<file path="src/rtl/text_attr_consts.vh">
// Offsets, field widths, reset values and encodings of the text and colour attribute registers
`ifndef TEXT_ATTR_CONSTS_VH
`define TEXT_ATTR_CONSTS_VH

// Register indices; the byte address on APB is four times the index
`define IDX_RSVD_A        8'hCE
`define IDX_RSVD_B        8'hCF
`define IDX_LINE_GAP      8'hD0
`define IDX_GLYPH_SPACING 8'hD1
`define IDX_FORE_RED      8'hD2
`define IDX_FORE_GREEN    8'hD3
`define IDX_FORE_BLUE     8'hD4
`define IDX_BACK_RED      8'hD5
`define IDX_BACK_GREEN    8'hD6
`define IDX_BACK_BLUE     8'hD7
`define IDX_RSVD_C        8'hD8
`define IDX_RSVD_D        8'hD9
`define IDX_RSVD_E        8'hDA
`define IDX_GLYPH_START0  8'hDB
`define IDX_GLYPH_START1  8'hDC
`define IDX_GLYPH_START2  8'hDD
`define IDX_GLYPH_START3  8'hDE
`define IDX_GLYPH_HEIGHT  8'hE8
`define IDX_COLOR_DEPTH   8'hE9

// Field widths
`define LINE_GAP_W        5
`define SPACING_W         6
`define GLYPH_HEIGHT_W    2
`define COLOR_DEPTH_W     2

// Reset values
`define RST_LINE_GAP      5'h00
`define RST_SPACING_REG   8'h00
`define RST_FORE          8'hFF
`define RST_BACK          8'h00
`define RST_GLYPH_START   32'h00000000
`define RST_GLYPH_BYTE    8'h00
`define RST_GLYPH_HEIGHT  2'h0
`define RST_COLOR_DEPTH   2'h0

// Colour depth encodings
`define DEPTH_8BIT        2'h0
`define DEPTH_16BIT       2'h1
`define DEPTH_24BIT       2'h2

// Kept bits of {red, green, blue} at 8 and 16-bit colour depth; 24-bit depth keeps every bit
`define COLOR_MASK_8BIT   24'hE0E0C0
`define COLOR_MASK_16BIT  24'hF8FCF8

// User glyph heights in dots
`define GLYPH_H16         2'h0
`define GLYPH_H24         2'h1
`define GLYPH_H32         2'h2

`endif

</file>
<file path="src/rtl/text_color_attribute_regs.v">
// APB register bank for text spacing, colour attributes and user glyph memory address
`timescale 1ns/1ps
`include "text_attr_consts.vh"

// Behaviour
// - The wrap line gap height in pixels equals the 5-bit line gap field.
// - The line gap is painted in background colour and is never enlarged.
// - The space between characters equals the 6-bit spacing field, 0 to 63 pixels.
// - The character space is filled with background colour and is never enlarged.
// - Foreground red uses bits 7:5, 7:3 or 7:0 for 8, 16 or 24-bit colour.
// - Green uses bits 7:5, 7:2 or 7:0 for 8, 16 or 24-bit colour.
// - Blue uses bits 7:6, 7:3 or 7:0 for 8, 16 or 24-bit colour.
// - Background components follow the same mapping and reset to zero.
// - Each foreground component register resets to all ones.
// - The user glyph start address is four byte registers, lowest byte first.
// - User glyph height is 16, 24 or 32 dots, coded 0 to 2.
module text_color_attribute_regs (
    input  wire        pclk,
    input  wire        presetn,
    input  wire        psel,
    input  wire        penable,
    input  wire        pwrite,
    input  wire [11:0] paddr,
    input  wire [31:0] pwdata,
    input  wire [3:0]  pstrb,
    output wire        pready,
    output wire        pslverr,
    output reg  [31:0] prdata,
    input  wire        task_busy,
    output wire [4:0]  line_gap_px,
    output wire [5:0]  char_space_px,
    output wire [23:0] fore_color,
    output wire [23:0] back_color,
    output wire [1:0]  color_depth,
    output wire [31:0] user_glyph_start_addr,
    output wire [1:0]  glyph_height_sel,
    output wire [5:0]  glyph_height_dots,
    output wire        busy_write_seen
);

    reg  [4:0]  line_gap_reg_q;
    reg  [7:0]  glyph_spacing_reg_q;
    reg  [7:0]  fore_red_reg_q;
    reg  [7:0]  fore_green_reg_q;
    reg  [7:0]  fore_blue_reg_q;
    reg  [7:0]  back_red_reg_q;
    reg  [7:0]  back_green_reg_q;
    reg  [7:0]  back_blue_reg_q;
    reg  [1:0]  glyph_height_q;
    reg  [1:0]  color_depth_q;
    reg         busy_write_q;
    reg  [31:0] rd_d;

    wire [7:0]  idx;
    wire        addr_ok;
    wire        wr_en;
    wire        lane0;
    wire        attr_hit;
    wire        sync_busy;
    wire [31:0] glyph_start;

    // Per-register write strobes
    wire        wr_lane0;
    wire        wr_line_gap;
    wire        wr_spacing;
    wire        wr_fore_red;
    wire        wr_fore_green;
    wire        wr_fore_blue;
    wire        wr_back_red;
    wire        wr_back_green;
    wire        wr_back_blue;
    wire [3:0]  wr_start;
    wire        wr_height;
    wire        wr_depth;
    wire        height_code_ok;
    wire        depth_code_ok;
    wire        busy_set;
    wire        busy_clr;

    // Colour mapping
    wire [23:0] fore_raw;
    wire [23:0] back_raw;
    reg  [23:0] depth_mask;
    reg  [5:0]  dots_d;

    // Busy synchroniser
    reg         busy_s1_q;
    reg         busy_s2_q;
    reg         busy_s3_q;
    reg         busy_q;

    // Any address bit outside the word index makes the access unmapped
    assign idx     = paddr[9:2];
    assign addr_ok = (paddr[1:0] == 2'h0) && (paddr[11:10] == 2'h0);
    assign wr_en   = psel && penable && pwrite && addr_ok;
    assign lane0   = pstrb[0];
    // Zero wait states: every access phase completes in one cycle
    assign pready  = 1'b1;
    assign pslverr = 1'b0;

    // Busy flag comes from another part of the controller, so treat it as asynchronous
    always @(posedge pclk or negedge presetn) begin
        if (!presetn) begin
            busy_s1_q <= 1'b0;
            busy_s2_q <= 1'b0;
            busy_s3_q <= 1'b0;
            busy_q    <= 1'b0;
        end else begin
            busy_s1_q <= task_busy;
            busy_s2_q <= busy_s1_q;
            busy_s3_q <= busy_s2_q;
            if (busy_s2_q == busy_s3_q) begin
                busy_q <= busy_s3_q;
            end
        end
    end
    assign sync_busy = busy_q;

    assign attr_hit = (idx >= `IDX_LINE_GAP) && (idx <= `IDX_BACK_BLUE);

    // Reserved and unmapped indices raise no strobe, so writes to them vanish
    assign wr_lane0      = wr_en && lane0;
    assign wr_line_gap   = wr_lane0 && (idx == `IDX_LINE_GAP);
    assign wr_spacing    = wr_lane0 && (idx == `IDX_GLYPH_SPACING);
    assign wr_fore_red   = wr_lane0 && (idx == `IDX_FORE_RED);
    assign wr_fore_green = wr_lane0 && (idx == `IDX_FORE_GREEN);
    assign wr_fore_blue  = wr_lane0 && (idx == `IDX_FORE_BLUE);
    assign wr_back_red   = wr_lane0 && (idx == `IDX_BACK_RED);
    assign wr_back_green = wr_lane0 && (idx == `IDX_BACK_GREEN);
    assign wr_back_blue  = wr_lane0 && (idx == `IDX_BACK_BLUE);
    assign wr_height     = wr_lane0 && (idx == `IDX_GLYPH_HEIGHT);
    assign wr_depth      = wr_lane0 && (idx == `IDX_COLOR_DEPTH);
    // Code 3 is neither a height nor a depth, so the old value is kept
    assign height_code_ok = (pwdata[1:0] != 2'h3);
    assign depth_code_ok  = (pwdata[1:0] != 2'h3);

    // Writes still land while busy; the sticky flag tells software a line gap to background blue write broke the protocol
    assign busy_set = wr_lane0 && attr_hit && sync_busy;
    assign busy_clr = wr_depth && pwdata[7];

    // Bits 7:5 are not stored and read back as zero
    always @(posedge pclk or negedge presetn) begin
        if (!presetn) begin
            line_gap_reg_q <= `RST_LINE_GAP;
        end else if (wr_line_gap) begin
            line_gap_reg_q <= pwdata[4:0];
        end
    end

    // Bits 7:6 are kept so software reads back what it wrote; only 5:0 reach the renderer
    always @(posedge pclk or negedge presetn) begin
        if (!presetn) begin
            glyph_spacing_reg_q <= `RST_SPACING_REG;
        end else if (wr_spacing) begin
            glyph_spacing_reg_q <= pwdata[7:0];
        end
    end

    // Foreground resets to white so default text shows on the zero background
    always @(posedge pclk or negedge presetn) begin
        if (!presetn) begin
            fore_red_reg_q <= `RST_FORE;
        end else if (wr_fore_red) begin
            fore_red_reg_q <= pwdata[7:0];
        end
    end

    always @(posedge pclk or negedge presetn) begin
        if (!presetn) begin
            fore_green_reg_q <= `RST_FORE;
        end else if (wr_fore_green) begin
            fore_green_reg_q <= pwdata[7:0];
        end
    end

    always @(posedge pclk or negedge presetn) begin
        if (!presetn) begin
            fore_blue_reg_q <= `RST_FORE;
        end else if (wr_fore_blue) begin
            fore_blue_reg_q <= pwdata[7:0];
        end
    end

    always @(posedge pclk or negedge presetn) begin
        if (!presetn) begin
            back_red_reg_q <= `RST_BACK;
        end else if (wr_back_red) begin
            back_red_reg_q <= pwdata[7:0];
        end
    end

    always @(posedge pclk or negedge presetn) begin
        if (!presetn) begin
            back_green_reg_q <= `RST_BACK;
        end else if (wr_back_green) begin
            back_green_reg_q <= pwdata[7:0];
        end
    end

    always @(posedge pclk or negedge presetn) begin
        if (!presetn) begin
            back_blue_reg_q <= `RST_BACK;
        end else if (wr_back_blue) begin
            back_blue_reg_q <= pwdata[7:0];
        end
    end

    // Each byte is independent, so the host may update them in any order
    genvar sb;
    generate
        for (sb = 0; sb < 4; sb = sb + 1) begin : g_start_byte
            // The index is a constant per byte, so each strobe is a plain compare
            localparam [7:0] BYTE_IDX = `IDX_GLYPH_START0 + sb;
            reg        [7:0] byte_q;
            assign wr_start[sb] = wr_lane0 && (idx == BYTE_IDX);
            always @(posedge pclk or negedge presetn) begin
                if (!presetn) begin
                    byte_q <= `RST_GLYPH_BYTE;
                end else if (wr_start[sb]) begin
                    byte_q <= pwdata[7:0];
                end
            end
            assign glyph_start[8*sb+7:8*sb] = byte_q;
        end
    endgenerate

    // Only user-defined glyphs use this height; built-in fonts ignore it
    always @(posedge pclk or negedge presetn) begin
        if (!presetn) begin
            glyph_height_q <= `RST_GLYPH_HEIGHT;
        end else if (wr_height && height_code_ok) begin
            glyph_height_q <= pwdata[1:0];
        end
    end

    // Depth also selects the colour mask below
    always @(posedge pclk or negedge presetn) begin
        if (!presetn) begin
            color_depth_q <= `RST_COLOR_DEPTH;
        end else if (wr_depth && depth_code_ok) begin
            color_depth_q <= pwdata[1:0];
        end
    end

    // A set wins over a clear in the same cycle, so no protocol break is lost
    always @(posedge pclk or negedge presetn) begin
        if (!presetn) begin
            busy_write_q <= 1'b0;
        end else if (busy_set) begin
            busy_write_q <= 1'b1;
        end else if (busy_clr) begin
            busy_write_q <= 1'b0;
        end
    end

    // Read decode is combinational; prdata registers it in the setup cycle, ahead of the access cycle
    always @* begin
        rd_d = 32'h00000000;
        if (addr_ok) begin
            case (idx)
                `IDX_LINE_GAP:      rd_d = {27'h0000000, line_gap_reg_q};
                `IDX_GLYPH_SPACING: rd_d = {24'h000000, glyph_spacing_reg_q};
                `IDX_FORE_RED:      rd_d = {24'h000000, fore_red_reg_q};
                `IDX_FORE_GREEN:    rd_d = {24'h000000, fore_green_reg_q};
                `IDX_FORE_BLUE:     rd_d = {24'h000000, fore_blue_reg_q};
                `IDX_BACK_RED:      rd_d = {24'h000000, back_red_reg_q};
                `IDX_BACK_GREEN:    rd_d = {24'h000000, back_green_reg_q};
                `IDX_BACK_BLUE:     rd_d = {24'h000000, back_blue_reg_q};
                `IDX_GLYPH_START0:  rd_d = {24'h000000, glyph_start[7:0]};
                `IDX_GLYPH_START1:  rd_d = {24'h000000, glyph_start[15:8]};
                `IDX_GLYPH_START2:  rd_d = {24'h000000, glyph_start[23:16]};
                `IDX_GLYPH_START3:  rd_d = {24'h000000, glyph_start[31:24]};
                `IDX_GLYPH_HEIGHT:  rd_d = {30'h00000000, glyph_height_q};
                // Bit 6 mirrors the synchronised busy flag so software can poll it here
                `IDX_COLOR_DEPTH:   rd_d = {24'h000000, busy_write_q, sync_busy,
                                            4'h0, color_depth_q};
                default:            rd_d = 32'h00000000;
            endcase
        end
    end

    // Captured in the setup cycle so read data stands through the whole access phase
    always @(posedge pclk or negedge presetn) begin
        if (!presetn) begin
            prdata <= 32'h00000000;
        end else if (psel && !penable && !pwrite) begin
            prdata <= rd_d;
        end
    end

    // Used bits sit at the top of each byte; lower bits are forced to zero
    assign fore_raw = {fore_red_reg_q, fore_green_reg_q, fore_blue_reg_q};
    assign back_raw = {back_red_reg_q, back_green_reg_q, back_blue_reg_q};

    // Blue keeps one bit fewer than red and green at 8-bit depth
    always @* begin
        depth_mask = 24'hFFFFFF;
        case (color_depth_q)
            `DEPTH_8BIT:  depth_mask = `COLOR_MASK_8BIT;
            `DEPTH_16BIT: depth_mask = `COLOR_MASK_16BIT;
            `DEPTH_24BIT: depth_mask = 24'hFFFFFF;
            default:      depth_mask = 24'hFFFFFF;
        endcase
    end

    // One mask serves both colours, so foreground and background never disagree on depth
    genvar comp;
    generate
        for (comp = 0; comp < 3; comp = comp + 1) begin : g_component
            assign fore_color[8*comp+7:8*comp] = fore_raw[8*comp+7:8*comp] &
                                                 depth_mask[8*comp+7:8*comp];
            assign back_color[8*comp+7:8*comp] = back_raw[8*comp+7:8*comp] &
                                                 depth_mask[8*comp+7:8*comp];
        end
    endgenerate

    // Gap and space are raw pixel counts; the renderer fills them with back_color
    // and never applies the enlargement factors to them
    assign line_gap_px   = line_gap_reg_q;
    assign char_space_px = glyph_spacing_reg_q[5:0];
    assign color_depth   = color_depth_q;
    assign user_glyph_start_addr = glyph_start;
    assign glyph_height_sel = glyph_height_q;

    // Code 3 never reaches the register; the default only keeps the decode complete
    always @* begin
        dots_d = 6'h10;
        case (glyph_height_q)
            `GLYPH_H16: dots_d = 6'h10;
            `GLYPH_H24: dots_d = 6'h18;
            `GLYPH_H32: dots_d = 6'h20;
            default:    dots_d = 6'h10;
        endcase
    end
    assign glyph_height_dots = dots_d;
    assign busy_write_seen = busy_write_q;

endmodule // text_color_attribute_regs

</file>
<file path="config.mk">
export PLATFORM = sky130hd
export DESIGN_NAME = text_color_attribute_regs
export DESIGN_NICKNAME = d
export VERILOG_FILES = /design/src/rtl/text_color_attribute_regs.v
export VERILOG_INCLUDE_DIRS = /design/src /design/src/rtl
export SDC_FILE = /design/constraint.sdc
export NUM_CORES = 1
export LEC_CHECK = 0
export BUFFER_PORTS_ARGS = -buffer_cell sky130_fd_sc_hd__buf_2
export CAP_MARGIN = 10
export CORE_ASPECT_RATIO = 0.6
export CORE_MARGIN = 2
export CORE_UTILIZATION = 51
export DETAILED_ROUTE_END_ITERATION = 10
export PLACE_DENSITY = 0.92
export SLEW_MARGIN = 25
export SYNTH_ARGS = -nofsm -noshare
export SYNTH_HDL_FRONTEND = slang
export SYNTH_SLANG_ARGS = --single-unit
</file>
<file path="constraint.sdc">
create_clock -name pclk -period 1.8 [get_ports pclk]
set_clock_uncertainty 0.2 [all_clocks]
set_input_delay 0.09 -clock pclk [delete_from_list [all_inputs] [get_ports pclk]]
set_output_delay 0.09 -clock pclk [all_outputs]
set_load 0.01 [all_outputs]
</file>
==> impl_summary.log <==
[metrics] global placer's final weighted congestion: 0.964
[metrics] actual transition at the worst max-transition pin: 595 ps
[metrics] post-synthesis register bit count: 110
[metrics] Reg clk slew, reported paths: about 70 ps
[metrics] endpoints failing setup: 0
[metrics] overall fraction of global-route tracks in use: 29.7%
[metrics] biggest area contributors in the synthesized netlist: dfrtp_1 (37%), mux2_2 (20%), dfstp_2 (11%)
[metrics] detail-routed via count per cell: a little under 6
[metrics] worst relative slew slack: about three fifths
[metrics] netlist area before placement: 5810 um^2
[metrics] post-detailed-placement cell area: 6920 um^2
[metrics] most used flip-flop cell after synthesis: dfrtp_1
[metrics] met2 track demand over resource in global routing: 45.9%
[metrics] Pre-antenna DRT Iters: 5
[metrics] HPWL Detailed: 13.4 mm
[metrics] P_sw: 1.18 mW
[metrics] biggest fanout along the worst timing path: 8
[metrics] critical path endpoint category: output port
[metrics] number of violations reported at the end of detailed-routing iteration 0: 359
[metrics] worst ir drop on vdd: about 0.43 mV
[metrics] Post-synth EDFFs: 0
[metrics] CTS buffer count: 9
[metrics] number of port buffers: 133
[metrics] fraction of layout cells with a size suffix above 1: 57.0%
[metrics] clock tree sinks: 110
[metrics] via count of the first global-routing pass: 4730
[metrics] met3 track utilization from global routing: approximately 6.9%
[metrics] top cell type by total area after synthesis: dfrtp_1
[metrics] area enclosed by the die boundary: 12300 um^2
[metrics] Final Max Tran Viols: 0
[metrics] sequential share of the synthesized area: ~48%
[metrics] Max Cap Violations: 0
[metrics] detailed-route DRC error count: 0
[metrics] cell area after layout: roughly 7500 um^2
[metrics] placeable core area: 11200 um^2
[metrics] average detailed-routed wire length per instance: ~22 um
[metrics] ant diodes: 0
[metrics] Clock Power Share: a little over two fifths
[metrics] die extent in x: around 140 um
[metrics] routed wire length: 18.3 mm
[metrics] Skew-Pair Late Insertion Delay: 360 ps
[metrics] post-synthesis to final-layout area growth: 28.7%
[metrics] mean instance size in the synthesized netlist: approximately 12 um^2
[metrics] crit path launch type: flop
[metrics] shortest clock period the worst path allows after layout: 1800 ps
[metrics] starting utilization of the core area: 51.9%
[metrics] standby leakage power: 3.85 nW
[metrics] antenna violations before repair: 0
[metrics] TritonCTS clock tree: built
[metrics] most used cells in the layout excluding fill and tap cells: buf_2 (131), mux2_2 (86), dfrtp_1 (86)
[metrics] cell row count: 30
[metrics] share of the clock period used by the worst path after layout: between 90% and 100%
[metrics] warning count from the yosys run: 0
[metrics] required time worst endpoint: about 1500 ps
[metrics] CTS Root Cell: clkbuf_16
[metrics] GR Util met1: between 40% and 50%
[metrics] Post-Synthesis Cells: 491
[metrics] cell area power density: 651 nW/um^2
[metrics] remaining antenna violation count after routing: 0
[metrics] vias after detailed routing: 4739
[metrics] most frequent standard cell in the layout excluding fill and tap cells: buf_2
[metrics] arrival time at the worst endpoint: ~1500 ps
[metrics] I/O Pins: 190
[metrics] Final Hold Vio Count: 0
[metrics] most congested layer reported by global routing: met2
[metrics] kind of path behind the tightest hold check: input port to flop
[metrics] number of buffers on the longest clock path: 2
[metrics] Critical Setup Path Class: flop to output port
[metrics] Synth async-reset ratio: 100%
[metrics] Util after Layout: 66.9%
[metrics] Cells after DPL: 790
[metrics] number of distinct library cells after synthesis: 58
[metrics] Internal: between 3 and 4 mW
[metrics] highest clock rate: 0.557 GHz
[metrics] sequential power share: 51.0%
[metrics] H-tree lvl count: 3
[metrics] net count reported at finish: just over 700
[metrics] non-filler cells in the finished layout: 821
[metrics] sw frac: between 20% and 30%
[metrics] area fraction of the dominant cell type after synthesis: between 30 and 40%
[metrics] overall die height: 86.7 um
[metrics] post-route total power: 4.87 mW
[metrics] overflow left after global routing: 0
[metrics] RSZ-0062 raised after global routing: true
[metrics] outcome: finished, final reports clean
[metrics] largest net degree at the start of global routing: 111
[metrics] first-pass GRT wire length: around 27 mm
[metrics] relative contribution of combinational cells to total power: approximately 7.3%
==> kinds of logic after synthesis <==
group | after synthesis | share of synthesized area, %
buf+inv | 83 | 8.83
other cells | 2 | 0.129
flops | 110 | 47.9
fa+ha+maj | 1 | 0.172
simple gates | 115 | 11.8
compound gates | 62 | 7.82
mux | 118 | 23.4
==> worst paths after layout <==
| check | from | cells after the start | slack (ps) | endpoint |
|---|---|---|---|---|
| max in group asynchronous | presetn | 3 | 800 | g_start_byte[0].byte_q[0] |
| worst max register to register | back_blue_reg_q[4] | 5 | 40 | prdata[4] |
| worst max-delay path | color_depth[1] | 5 | 5 | back_color[20] |
| min in group asynchronous | presetn | 3 | 130 | g_start_byte[2].byte_q[3] |
| worst min register to register | busy_s1_q | 0 | 150 | busy_s2_q |
| worst min-delay path | pwdata[3] | 2 | 20 | g_start_byte[2].byte_q[3] |
==> power groups by stage <==
| stage | sequential [mW] | combinational [mW] | clock [mW] |
|---|---|---|---|
| finish | 2.48 | 0.356 | 2.03 |
| global route | 2.48 | 0.383 | 2.15 |
| CTS | 2.48 | 0.345 | 2.04 |
| detailed placement | 2.53 | 0.331 | 0 |
| global placement | 2.53 | 0.323 | 0 |
| floorplan | 2.53 | 0.191 | 0 |
==> through the flow <==
step	worst slack (ps)	hold WS (ps)	TNS [ps]
finish	4.74	23.4	0
global route	-32.9	28.9	-440
CTS	-5.08	2.57	-7.21
detailed placement	-468	-0.00117	-34700
global placement	-426	-0.774	-30540
floorplan	-319	-406	-8170
==> layer usage <==
layer	share of wire (%)	vias up
met1	45	2417
met5	0	-
met2	45	246
met3	9.1	15
met4	0.97	0
li1	-	2061
==> registers in the layout (all words and copies together) (netlist names), 2 cells and up <==
signal and flops:
back_red_reg_q 8, color_depth 2, glyph_spacing_reg_q 8, fore_green_reg_q 8
g_start_byte.byte_q 32, back_green_reg_q 8, fore_blue_reg_q 8, line_gap_px 5
fore_red_reg_q 8, back_blue_reg_q 8, prdata 8, glyph_height_sel 2
==> critical path, cell delays in order (launching register included) <==
cell and delay (ps):
dfrtp_1 420, buf_12 150, nor2_4 200, buf_6 190
nor2b_1 60, buf_2 140
==> cells in the mapped netlist (3+ instances only) <==
cell type and n:
a32oi_1 3, and2_1 17, a21oi_1 9, a221oi_1 3
mux2i_1 11, nand3b_1 3, nor3_1 7, buf_2 5
nand4_1 3, mux2_2 101, nor2_1 18, nand2_1 13
o21ai_0 7, buf_4 52, nand3_1 17, nor2b_1 20
a211oi_1 6, o2bb2ai_1 3, a22oi_1 9, clkbuf_1 21
mux4_2 4, dfstp_2 24, dfrtp_1 86
==> cell type report <==
type / count / area, um^2
inverter: 3 / 11.3
fill: 826 / 3710
clock inverter: 6 / 70.1
tap: 144 / 180
sequential: 110 / 2780
clock buffer: 10 / 229
timing repair buffer: 223 / 1440
multi-input combinational: 325 / 2770
==> repair_timing <==
item	in CTS	in global routing
endpoints found under the setup margin	51	65
pin swaps	2	3
gates resized for setup	17	22
endpoints found under the hold margin	112	0
buffers inserted	2	6
gates cloned	0	1
hold buffers	6	0
No activity file was read; power rests on OpenSTA's default activity.
